File: src/common/pie_pkg.sv
// package: register map, field layout and types of the irq enable block
package pie_pkg;

    // bus widths
    localparam int PIE_DATA_W = 32;
    localparam int PIE_ADDR_W = 12;
    localparam int PIE_REG_W  = 8;
    localparam int PIE_SRC_N  = 4;

    // register byte offsets
    localparam logic [PIE_ADDR_W-1:0] ENABLE_OFFSET = 12'h000;
    localparam logic [PIE_ADDR_W-1:0] LIVE_OFFSET   = 12'h004;
    localparam logic [PIE_ADDR_W-1:0] STATUS_OFFSET = 12'h008;
    localparam logic [PIE_ADDR_W-1:0] CLEAR_OFFSET  = 12'h00c;
    localparam logic [PIE_ADDR_W-1:0] IRQ_EN_OFFSET = 12'h010;

    // field positions inside every 8-bit register
    localparam int OSC_FAIL_BIT   = 7;
    localparam int COMPARATOR_BIT = 5;
    localparam int NVM_DONE_BIT   = 4;
    localparam int BUS_COLL_BIT   = 3;

    // implemented bits; 6 and 2..0 always read zero
    localparam logic [PIE_REG_W-1:0] IMPL_MASK = 8'hb8;

    // reset values
    localparam logic [PIE_REG_W-1:0]  ENABLE_RESET = 8'h00;
    localparam logic [PIE_REG_W-1:0]  IRQ_EN_RESET = 8'h00;
    localparam logic [PIE_DATA_W-1:0] RDATA_RESET  = 32'h0000_0000;

    // one bit per interrupt source
    typedef struct packed {
        logic osc_fail;
        logic comparator;
        logic nvm_write_done;
        logic serial_bus_collision;
    } pie_src_t;

    // register selected by an apb address
    typedef enum logic [2:0] {
        SEL_NONE   = 3'b000,
        SEL_ENABLE = 3'b001,
        SEL_LIVE   = 3'b010,
        SEL_STATUS = 3'b011,
        SEL_CLEAR  = 3'b100,
        SEL_IRQ_EN = 3'b101
    } pie_sel_t;

    // place source bits at their register positions
    function automatic logic [PIE_REG_W-1:0] src_to_reg(input pie_src_t s);
        logic [PIE_REG_W-1:0] r;
        r = '0;
        r[OSC_FAIL_BIT]   = s.osc_fail;
        r[COMPARATOR_BIT] = s.comparator;
        r[NVM_DONE_BIT]   = s.nvm_write_done;
        r[BUS_COLL_BIT]   = s.serial_bus_collision;
        return r;
    endfunction

    // pick source bits out of a register value
    function automatic pie_src_t reg_to_src(input logic [PIE_REG_W-1:0] r);
        pie_src_t s;
        s.osc_fail             = r[OSC_FAIL_BIT];
        s.comparator           = r[COMPARATOR_BIT];
        s.nvm_write_done       = r[NVM_DONE_BIT];
        s.serial_bus_collision = r[BUS_COLL_BIT];
        return s;
    endfunction

endpackage

File: src/design/pie_req_gate.sv
// request gating: flag and enable, plus rising-edge event per source
`timescale 1ns/1ps
module pie_req_gate (
    // clock and reset
    input  wire logic           core_clk,
    input  wire logic           resetn,
    // flags and enables
    input  wire pie_pkg::pie_src_t flags,
    input  wire pie_pkg::pie_src_t enables,
    // gated requests and their rising edges
    output pie_pkg::pie_src_t   gated,
    output pie_pkg::pie_src_t   rise
);
    import pie_pkg::*;

    pie_src_t prev;
    pie_src_t next_prev;

    // flag is only read, never modified here
    assign gated = flags & enables;
    assign rise  = gated & ~prev;

    always_comb begin
        next_prev = gated;
    end

    always_ff @(posedge core_clk or negedge resetn) begin
        if (!resetn) begin
            prev <= '0;
        end else begin
            prev <= next_prev;
        end
    end

endmodule

File: src/design/pie_sticky.sv
// sticky status bits: set by events, cleared by software, set wins
`timescale 1ns/1ps
module pie_sticky #(
    parameter int W = 4
) (
    // clock and reset
    input  wire logic         core_clk,
    input  wire logic         resetn,
    // set and clear strobes
    input  wire logic [W-1:0] set,
    input  wire logic [W-1:0] clr,
    // held bits
    output logic [W-1:0]      status
);
    logic [W-1:0] next_status;

    always_comb begin
        next_status = (status & ~clr) | set;
    end

    always_ff @(posedge core_clk or negedge resetn) begin
        if (!resetn) begin
            status <= '0;
        end else begin
            status <= next_status;
        end
    end

endmodule

File: src/design/pie_irq_enable_top.sv
// peripheral interrupt enable register with apb access and irq status
//
// The placing of the registers and the APB register port were left to the implementer.
`timescale 1ns/1ps

// Summary of operation
// - bit 5 gates the comparator request
// - bit 4 gates nvm write-done request
// - bit 3 gates serial bus-collision request
// - bits 6 and 2..0 always read zero
// - bit 7 gates the oscillator-fail request
module pie_irq_enable_top (
    // clock and reset
    input  wire logic                             core_clk,
    input  wire logic                             resetn,
    // apb slave
    input  wire logic                             psel,
    input  wire logic                             penable,
    input  wire logic                             pwrite,
    input  wire logic [pie_pkg::PIE_ADDR_W-1:0]   paddr,
    input  wire logic [pie_pkg::PIE_DATA_W-1:0]   pwdata,
    output logic                                  pready,
    output logic [pie_pkg::PIE_DATA_W-1:0]        prdata,
    output logic                                  pslverr,
    // peripheral request flags
    input  wire pie_pkg::pie_src_t                periph_flags,
    // gated requests toward the core interrupt logic
    output pie_pkg::pie_src_t                     gated_req,
    // enable fields, as held
    output pie_pkg::pie_src_t                     irq_enable,
    // block interrupt
    output logic                                  irq
);
    import pie_pkg::*;

    // address decode, shared by read and write paths
    function automatic pie_sel_t decode(
        input logic [PIE_ADDR_W-1:0] addr
    );
        pie_sel_t s;
        if (addr == ENABLE_OFFSET) begin
            s = SEL_ENABLE;
        end else if (addr == LIVE_OFFSET) begin
            s = SEL_LIVE;
        end else if (addr == STATUS_OFFSET) begin
            s = SEL_STATUS;
        end else if (addr == CLEAR_OFFSET) begin
            s = SEL_CLEAR;
        end else if (addr == IRQ_EN_OFFSET) begin
            s = SEL_IRQ_EN;
        end else begin
            s = SEL_NONE;
        end
        return s;
    endfunction

    // widen an 8-bit register value onto the data bus
    function automatic logic [PIE_DATA_W-1:0] widen(
        input logic [PIE_REG_W-1:0] r
    );
        logic [PIE_DATA_W-1:0] d;
        d = '0;
        d[PIE_REG_W-1:0] = r & IMPL_MASK;
        return d;
    endfunction

    // bus phase terms
    logic     setup_phase;
    logic     write_done;
    pie_sel_t sel;

    // register state
    logic [PIE_REG_W-1:0]  enable_reg;
    logic [PIE_REG_W-1:0]  next_enable_reg;
    logic [PIE_REG_W-1:0]  irq_en_reg;
    logic [PIE_REG_W-1:0]  next_irq_en_reg;
    logic [PIE_DATA_W-1:0] next_prdata;
    logic                  next_pslverr;

    // interrupt status path
    pie_src_t             gated;
    pie_src_t             gated_rise;
    logic [PIE_REG_W-1:0] status_set;
    logic [PIE_REG_W-1:0] status_clr;
    logic [PIE_REG_W-1:0] status_reg;

    // slave answers without wait states
    assign pready      = 1'b1;
    assign setup_phase = psel & ~penable;
    assign write_done  = psel & penable & pready & pwrite;
    assign sel         = decode(paddr);

    // enable register writes; unused bit positions never hold a one
    always_comb begin
        next_enable_reg = enable_reg;
        if (write_done && sel == SEL_ENABLE) begin
            next_enable_reg = pwdata[PIE_REG_W-1:0] & IMPL_MASK;
        end
    end

    always_ff @(posedge core_clk or negedge resetn) begin
        if (!resetn) begin
            enable_reg <= ENABLE_RESET;
        end else begin
            enable_reg <= next_enable_reg;
        end
    end

    // field view of the enable register
    assign irq_enable = reg_to_src(enable_reg);

    // each source passes only while its enable bit is one
    pie_req_gate u_gate (
        .core_clk (core_clk),
        .resetn   (resetn),
        .flags    (periph_flags),
        .enables  (irq_enable),
        .gated    (gated),
        .rise     (gated_rise)
    );

    assign gated_req = gated;

    // interrupt enable register, same layout
    always_comb begin
        next_irq_en_reg = irq_en_reg;
        if (write_done && sel == SEL_IRQ_EN) begin
            next_irq_en_reg = pwdata[PIE_REG_W-1:0] & IMPL_MASK;
        end
    end

    always_ff @(posedge core_clk or negedge resetn) begin
        if (!resetn) begin
            irq_en_reg <= IRQ_EN_RESET;
        end else begin
            irq_en_reg <= next_irq_en_reg;
        end
    end

    // sticky status: a new gated request sets, write-one clears
    assign status_set = src_to_reg(gated_rise);

    always_comb begin
        status_clr = '0;
        if (write_done && sel == SEL_CLEAR) begin
            status_clr = pwdata[PIE_REG_W-1:0] & IMPL_MASK;
        end
    end

    pie_sticky #(
        .W (PIE_REG_W)
    ) u_status (
        .core_clk (core_clk),
        .resetn   (resetn),
        .set      (status_set),
        .clr      (status_clr),
        .status   (status_reg)
    );

    // level interrupt while any enabled status bit is set
    assign irq = |(status_reg & irq_en_reg & IMPL_MASK);

    // read data and error captured in the setup cycle
    always_comb begin
        next_prdata  = prdata;
        next_pslverr = pslverr;
        if (setup_phase) begin
            next_pslverr = 1'b0;
            next_prdata  = RDATA_RESET;
            if (sel == SEL_NONE) begin
                next_pslverr = 1'b1;
            end else if (!pwrite) begin
                if (sel == SEL_ENABLE) begin
                    next_prdata = widen(enable_reg);
                end else if (sel == SEL_LIVE) begin
                    next_prdata = widen(src_to_reg(gated));
                end else if (sel == SEL_STATUS) begin
                    next_prdata = widen(status_reg);
                end else if (sel == SEL_IRQ_EN) begin
                    next_prdata = widen(irq_en_reg);
                end else begin
                    next_prdata = RDATA_RESET;
                end
            end
        end
    end

    always_ff @(posedge core_clk or negedge resetn) begin
        if (!resetn) begin
            prdata  <= RDATA_RESET;
            pslverr <= 1'b0;
        end else begin
            prdata  <= next_prdata;
            pslverr <= next_pslverr;
        end
    end

endmodule

File: config.mk
export PLATFORM = sky130hd
export DESIGN_NAME = pie_irq_enable_top
export DESIGN_NICKNAME = d
export VERILOG_FILES = /design/src/common/pie_pkg.sv /design/src/design/pie_req_gate.sv /design/src/design/pie_sticky.sv /design/src/design/pie_irq_enable_top.sv
export SDC_FILE = /design/constraint.sdc
export NUM_CORES = 1
export LEC_CHECK = 0
export BUFFER_PORTS_ARGS = -buffer_cell sky130_fd_sc_hd__buf_4
export CORE_MARGIN = 2
export CORE_UTILIZATION = 42
export CTS_BUF_LIST = sky130_fd_sc_hd__clkbuf_16
export DETAILED_ROUTE_END_ITERATION = 10
export MAX_ROUTING_LAYER = met4
export PLACE_DENSITY = 0.8
export SYNTH_ARGS = -nofsm -noshare
export SYNTH_HDL_FRONTEND = slang
export SYNTH_HIERARCHICAL = 1
export SYNTH_SLANG_ARGS = --single-unit
File: constraint.sdc
create_clock -name core_clk -period 1.45 [get_ports core_clk]
set_input_delay 0.145 -clock core_clk [delete_from_list [all_inputs] [get_ports core_clk]]
set_output_delay 0.145 -clock core_clk [all_outputs]
set_load 0.01 [all_outputs]
==> results.cfg, run 1 <==
[status]
status = finished, violations left
violations = setup timing

[cells_and_area]
area_growth_pct = 30.37
instances_no_fill = 218
nets = 228
drive_gt1_share_pct = 43.68
n_fill_cell = 278
mostFrequentLayoutCells = buf_4, conb_1, dfrtp_1
final_common_cell = buf_4
diodes = 0
utilization_pct = 56.94

[hold_path]
holdCritPathClass = input pin to flop

[clock_tree]
cts_sinks = 21
clk_path_buf_depth = 2
clockRootBuffer = clkbuf_16
cts-buffers-inserted = 3
clk_pin_slew_ns = 0.06
htreeDepth = 1
cts_tree = built
clk_latency_ns = 0.25

[synth]
synth_area_um2 = 1323
yosysWarnings = 6
synth_area_per_cell_um2 = 10.25
synth_cells = 129

[worst_setup_path]
critPathArrivalTime_ns = 2.01
critPathCaptureType = flop
max_stage_delay_ns = 0.55
crit_chain = buf_6, or4_4, or3_4, or4b_4, mux2_4
start_kind = input pin
worstPathRequired_ns = 1.59
crit_type = input pin to flop
critPathTopFamily = simple AND/OR/NAND/NOR gates
crit_slowest_cell = or4b_4
crit_buf_inv = 1
crit_fanout = 4
rrSetupSlack_ns = 0.03

[pwr]
powerDensity_nw_per_um2 = 778.8
peakVddDrop_uv = 339.6
p_leak_uw = 0.0009247

[grt]
grt_max_degree = 22
grt_pass1_vias = 913
grt_use_met2_pct = 27.02
antenna_found_initial = 0
use_met1_pct = 19.89
use_met3_pct = 2.165
overflow = 0
grt_first_pass_wirelength_um = 4195
grt_use_total_pct = 16.31
top_usage_layer = met2

[floorplan]
boundaryPins = 96
core_um2 = 3028
row_count = 20
die_y_um = 60.12
initial_utilization_pct = 43.68
die_area_um2 = 3614
die_x_um = 60.12

[timing]
drv_slew = 0
setup_viol = 16
rsz0062_at_grt = true
fin_setup_tns_ns = -4.399
fin_ws_ns = -0.4290
hold_viol = 0
fin_crit_ns = 1.879
fmax_mhz = 532.2
finClkSkew_ns = 0.002020
period_share_pct = 129.6

[detailed_routing]
vias = 1011
wl_um = 2857
drtIter0Drc = 45
wl_per_cell_um = 13.11
drcViolationCount = 0
drtAntennaViolNets = 0
vias_per_cell = 4.638
drt_pass1_iterations = 4

[placed_design]
portBuffers = 38
dpl.cell_count = 212
gp_congestion = 0.9075
dpl.hpwl_um = 2178

[flow_run]
drv_cap = 0
layout make-up:
class                      instances  area, um^2  area share, %
clock buffer                       3       75.07          4.354
clock inverter                     1       5.005         0.2903
inverter                           4       15.01         0.8708
multi-input combinational         98       685.7          39.77
sequential                        21       525.5          30.48
tap                               44       55.05          3.193
timing repair buffer              47       362.8          21.05
path summary, 6_finish.rpt:
kind / start / to / cells past startpoint
worst max-delay path: paddr[8] / enable_reg[7]$_DFFE_PN0P_ / 5
max in group asynchronous: resetn / prdata[4]$_DFFE_PN0P_ / 2
worst min register to register: prdata[4]$_DFFE_PN0P_ / prdata[4]$_DFFE_PN0P_ / 2
worst min-delay path: pwdata[3] / enable_reg[3]$_DFFE_PN0P_ / 2
worst max register to register: enable_reg[3]$_DFFE_PN0P_ / prdata[3]$_DFFE_PN0P_ / 4
min in group asynchronous: resetn / u_gate/prev[2]$_DFF_PN0_ / 2
power breakdown:
| part | internal (uW) | switching [uW] | total [uW] | leakage (uW) |
|---|---|---|---|---|
| logic | 75.5 | 94.6 | 170 | 0.000593 |
| registers | 592 | 3.72 | 595 | 0.000291 |
| clock network | 370 | 207 | 577 | 0.0000409 |
timing repair:
item | CTS | global route
endpoints found under the hold margin | 21 | 0
buffers inserted | 0 | 1
hold buffers | 1 | 0
setup endpoints to repair | 17 | 17
pin swaps | 5 | 2
resized for setup | 11 | 6
layer usage:
layer / wire [um] / part of all wire (%) / up-vias
met1: 1212 / 42 / 482
met5: 0 / 0 / -
met3: 148 / 5.2 / 4
met4: 46 / 1.6 / 0
li1: - / - / 485
met2: 1450 / 51 / 40
worst reg2reg max path, cell delays in order (launching register included):
cell     delay [ns]
dfrtp_1        0.42
mux2_2         0.27
o22a_1         0.19
o32ai_1        0.32
o21ai_2        0.10
stage by stage:
step | hold slack, ns | worst slack, ns | power, uW | cell area (um^2)
final | 0.1401 | -0.4290 | 1343 | 1724
after global routing | 0.1459 | -0.4394 | 1396 | 1724
after CTS | 0.1395 | -0.4338 | 1346 | 1702
after detailed placement | 0.04084 | -0.7187 | 766.1 | 1577
after global placement | 0.03467 | -0.6872 | 762.0 | 1577
after floorplan | -0.1506 | -0.6610 | 737.7 | 1424
Note: power is estimated with default switching activity, not from simulation.
==> run 2: changes to the inputs <==
- BUFFER_PORTS_ARGS: -buffer_cell sky130_fd_sc_hd__buf_4 -> -buffer_cell sky130_fd_sc_hd__buf_2
==> run 2 against run 1 <==
  * The run still ends with setup timing left
  * First-iteration DRC count rose by 22%
  * Clock-buffer cell count did not move
  * Sequential power barely moved
  * Critical endpoint is now enable_reg[5]$_DFFE_PN0P_
==> results.cfg, run 2 (same netlist as run 1, synthesis figures left out) <==
[worst_setup_path]
crit_fanout = 4
critPathTopFamily = simple AND/OR/NAND/NOR gates
r2r_end = prdata[3]$_DFFE_PN0P_
crit_buf_inv = 1
worstSetupPathDepth = 5
worstSetupStartpoint = paddr[8]
max_stage_delay_ns = 0.56
crit_slowest_cell = or4b_4
reg2reg_depth = 4
worstPathRequired_ns = 1.59
crit_type = input pin to flop
start_kind = input pin
endpoint = enable_reg[5]$_DFFE_PN0P_
r2r-start = u_status/status[3]$_DFF_PN0_
critPathArrivalTime_ns = 2.01
rrSetupSlack_ns = 0.04
critPathCaptureType = flop
crit_chain = buf_6, or4_4, or3_4, or4b_4, mux2_4

[floorplan]
boundaryPins = 96
die_area_um2 = 3614
initial_utilization_pct = 43.68
die_y_um = 60.12
core_um2 = 3028
die_x_um = 60.12
row_count = 20

[grt]
grt_pass1_vias = 916
grt_first_pass_wirelength_um = 3967
grt_max_degree = 22
antenna_found_initial = 0
overflow = 0
grt_use_total_pct = 15.18

[clock_tree]
htreeDepth = 1
cts-buffers-inserted = 3
clk_latency_ns = 0.26
clockRootBuffer = clkbuf_16
clk_pin_slew_ns = 0.06
cts_sinks = 21
clk_path_buf_depth = 2
cts_tree = built

[timing]
period_share_pct = 128.9
rsz0062_at_grt = true
fin_ws_ns = -0.4197
fin_crit_ns = 1.870
setup_viol = 13
drv_slew = 0
hold_viol = 0
fin_setup_tns_ns = -4.164
fmax_mhz = 534.8
hold_slack_ns = 0.1449
finClkSkew_ns = 0.004781

[detailed_routing]
wl_um = 2598
drtAntennaViolNets = 0
vias_per_cell = 4.584
wl_per_cell_um = 11.86
drcViolationCount = 0
vias = 1004
drt_pass1_iterations = 4
drtIter0Drc = 55

[cells_and_area]
area_growth_pct = 24.03
fin_area_um2 = 1640
final_common_cell = buf_2
utilization_pct = 54.17
mostFrequentLayoutCells = buf_2, conb_1, dfrtp_1
diodes = 0
drive_gt1_share_pct = 42.29
nets = 229

[pwr]
total_power_uw = 1336
peakVddDrop_uv = 434.3
powerDensity_nw_per_um2 = 814.4
p_leak_uw = 0.0009158

[placed_design]
dpl.hpwl_um = 1961
gp_congestion = 0.8572
dpl-instance-area_um2 = 1489
portBuffers = 38

[hold_path]
holdCritPathClass = input pin to flop
holdPathStages = 2
hp-start = pwdata[3]

[status]
violations = setup timing
status = finished, violations left

[flow_run]
drv_cap = 0
[run 2: cell count changes in the layout (fill, tap and decap cells not counted), sizes merged]
cell      delta
buf          +1
clkinv       -1
clkinvlp     +1
[run 2: worst min-delay path by stage]
stage                                        end  slack (ns)
global route           enable_reg[7]$_DFFE_PN0P_        0.15
finish                 enable_reg[3]$_DFFE_PN0P_        0.14
global placement    u_status/status[5]$_DFF_PN0_        0.12
CTS                    enable_reg[3]$_DFFE_PN0P_        0.14
floorplan              enable_reg[3]$_DFFE_PN0P_       -0.15
detailed placement  u_status/status[5]$_DFF_PN0_        0.12
[run 2: repair_timing]
action / 4_1_cts / 5_1_grt
pin swaps: 6 / 1
hold buffers: 1 / 0
gates resized for setup: 7 / 7
endpoints found under the hold margin: 21 / 0
endpoints found under the setup margin: 17 / 17
buffers inserted: 1 / 0
[run 2: cell type report]
cell class	instances	area (um^2)
Inverter	4	15.01
Timing Repair Buffer	48	277.8
Sequential cell	21	525.5
Multi-Input combinational cell	98	684.4
Clock inverter	1	7.507
Fill cell	301	1388
Tap cell	44	55.05
Clock buffer	3	75.07
[run 2: through the flow]
step,setup slack [ns],instances
2_1_floorplan,-0.6610,156
3_3_place_gp,-0.6732,213
3_5_place_dp,-0.6998,213
4_1_cts,-0.4170,219
5_1_grt,-0.4469,219
6_report,-0.4197,219
[run 2: report_power, final]
group | internal, uW | total, uW | switching (uW)
registers | 592 | 595 | 3.62
clock network | 373 | 589 | 215
logic | 56.8 | 152 | 95.4
[run 2: routing by layer]
metal / routed length [um] / vias to the layer above / global-route usage, % / share of wire [%]
met5: 0 / - / - / 0
met4: 21 / 0 / 3.810 / 0.81
met3: 147 / 4 / 4.329 / 5.7
met2: 1256 / 37 / 24.22 / 48
met1: 1173 / 477 / 18.92 / 45
li1: - / 486 / - / -
[run 2: worst register-to-register path: stages, from the launching register on]
cell and delay (ns):
dfrtp_1 0.41, mux2_2 0.28, o22a_1 0.21, o32ai_1 0.30, o21ai_2 0.10
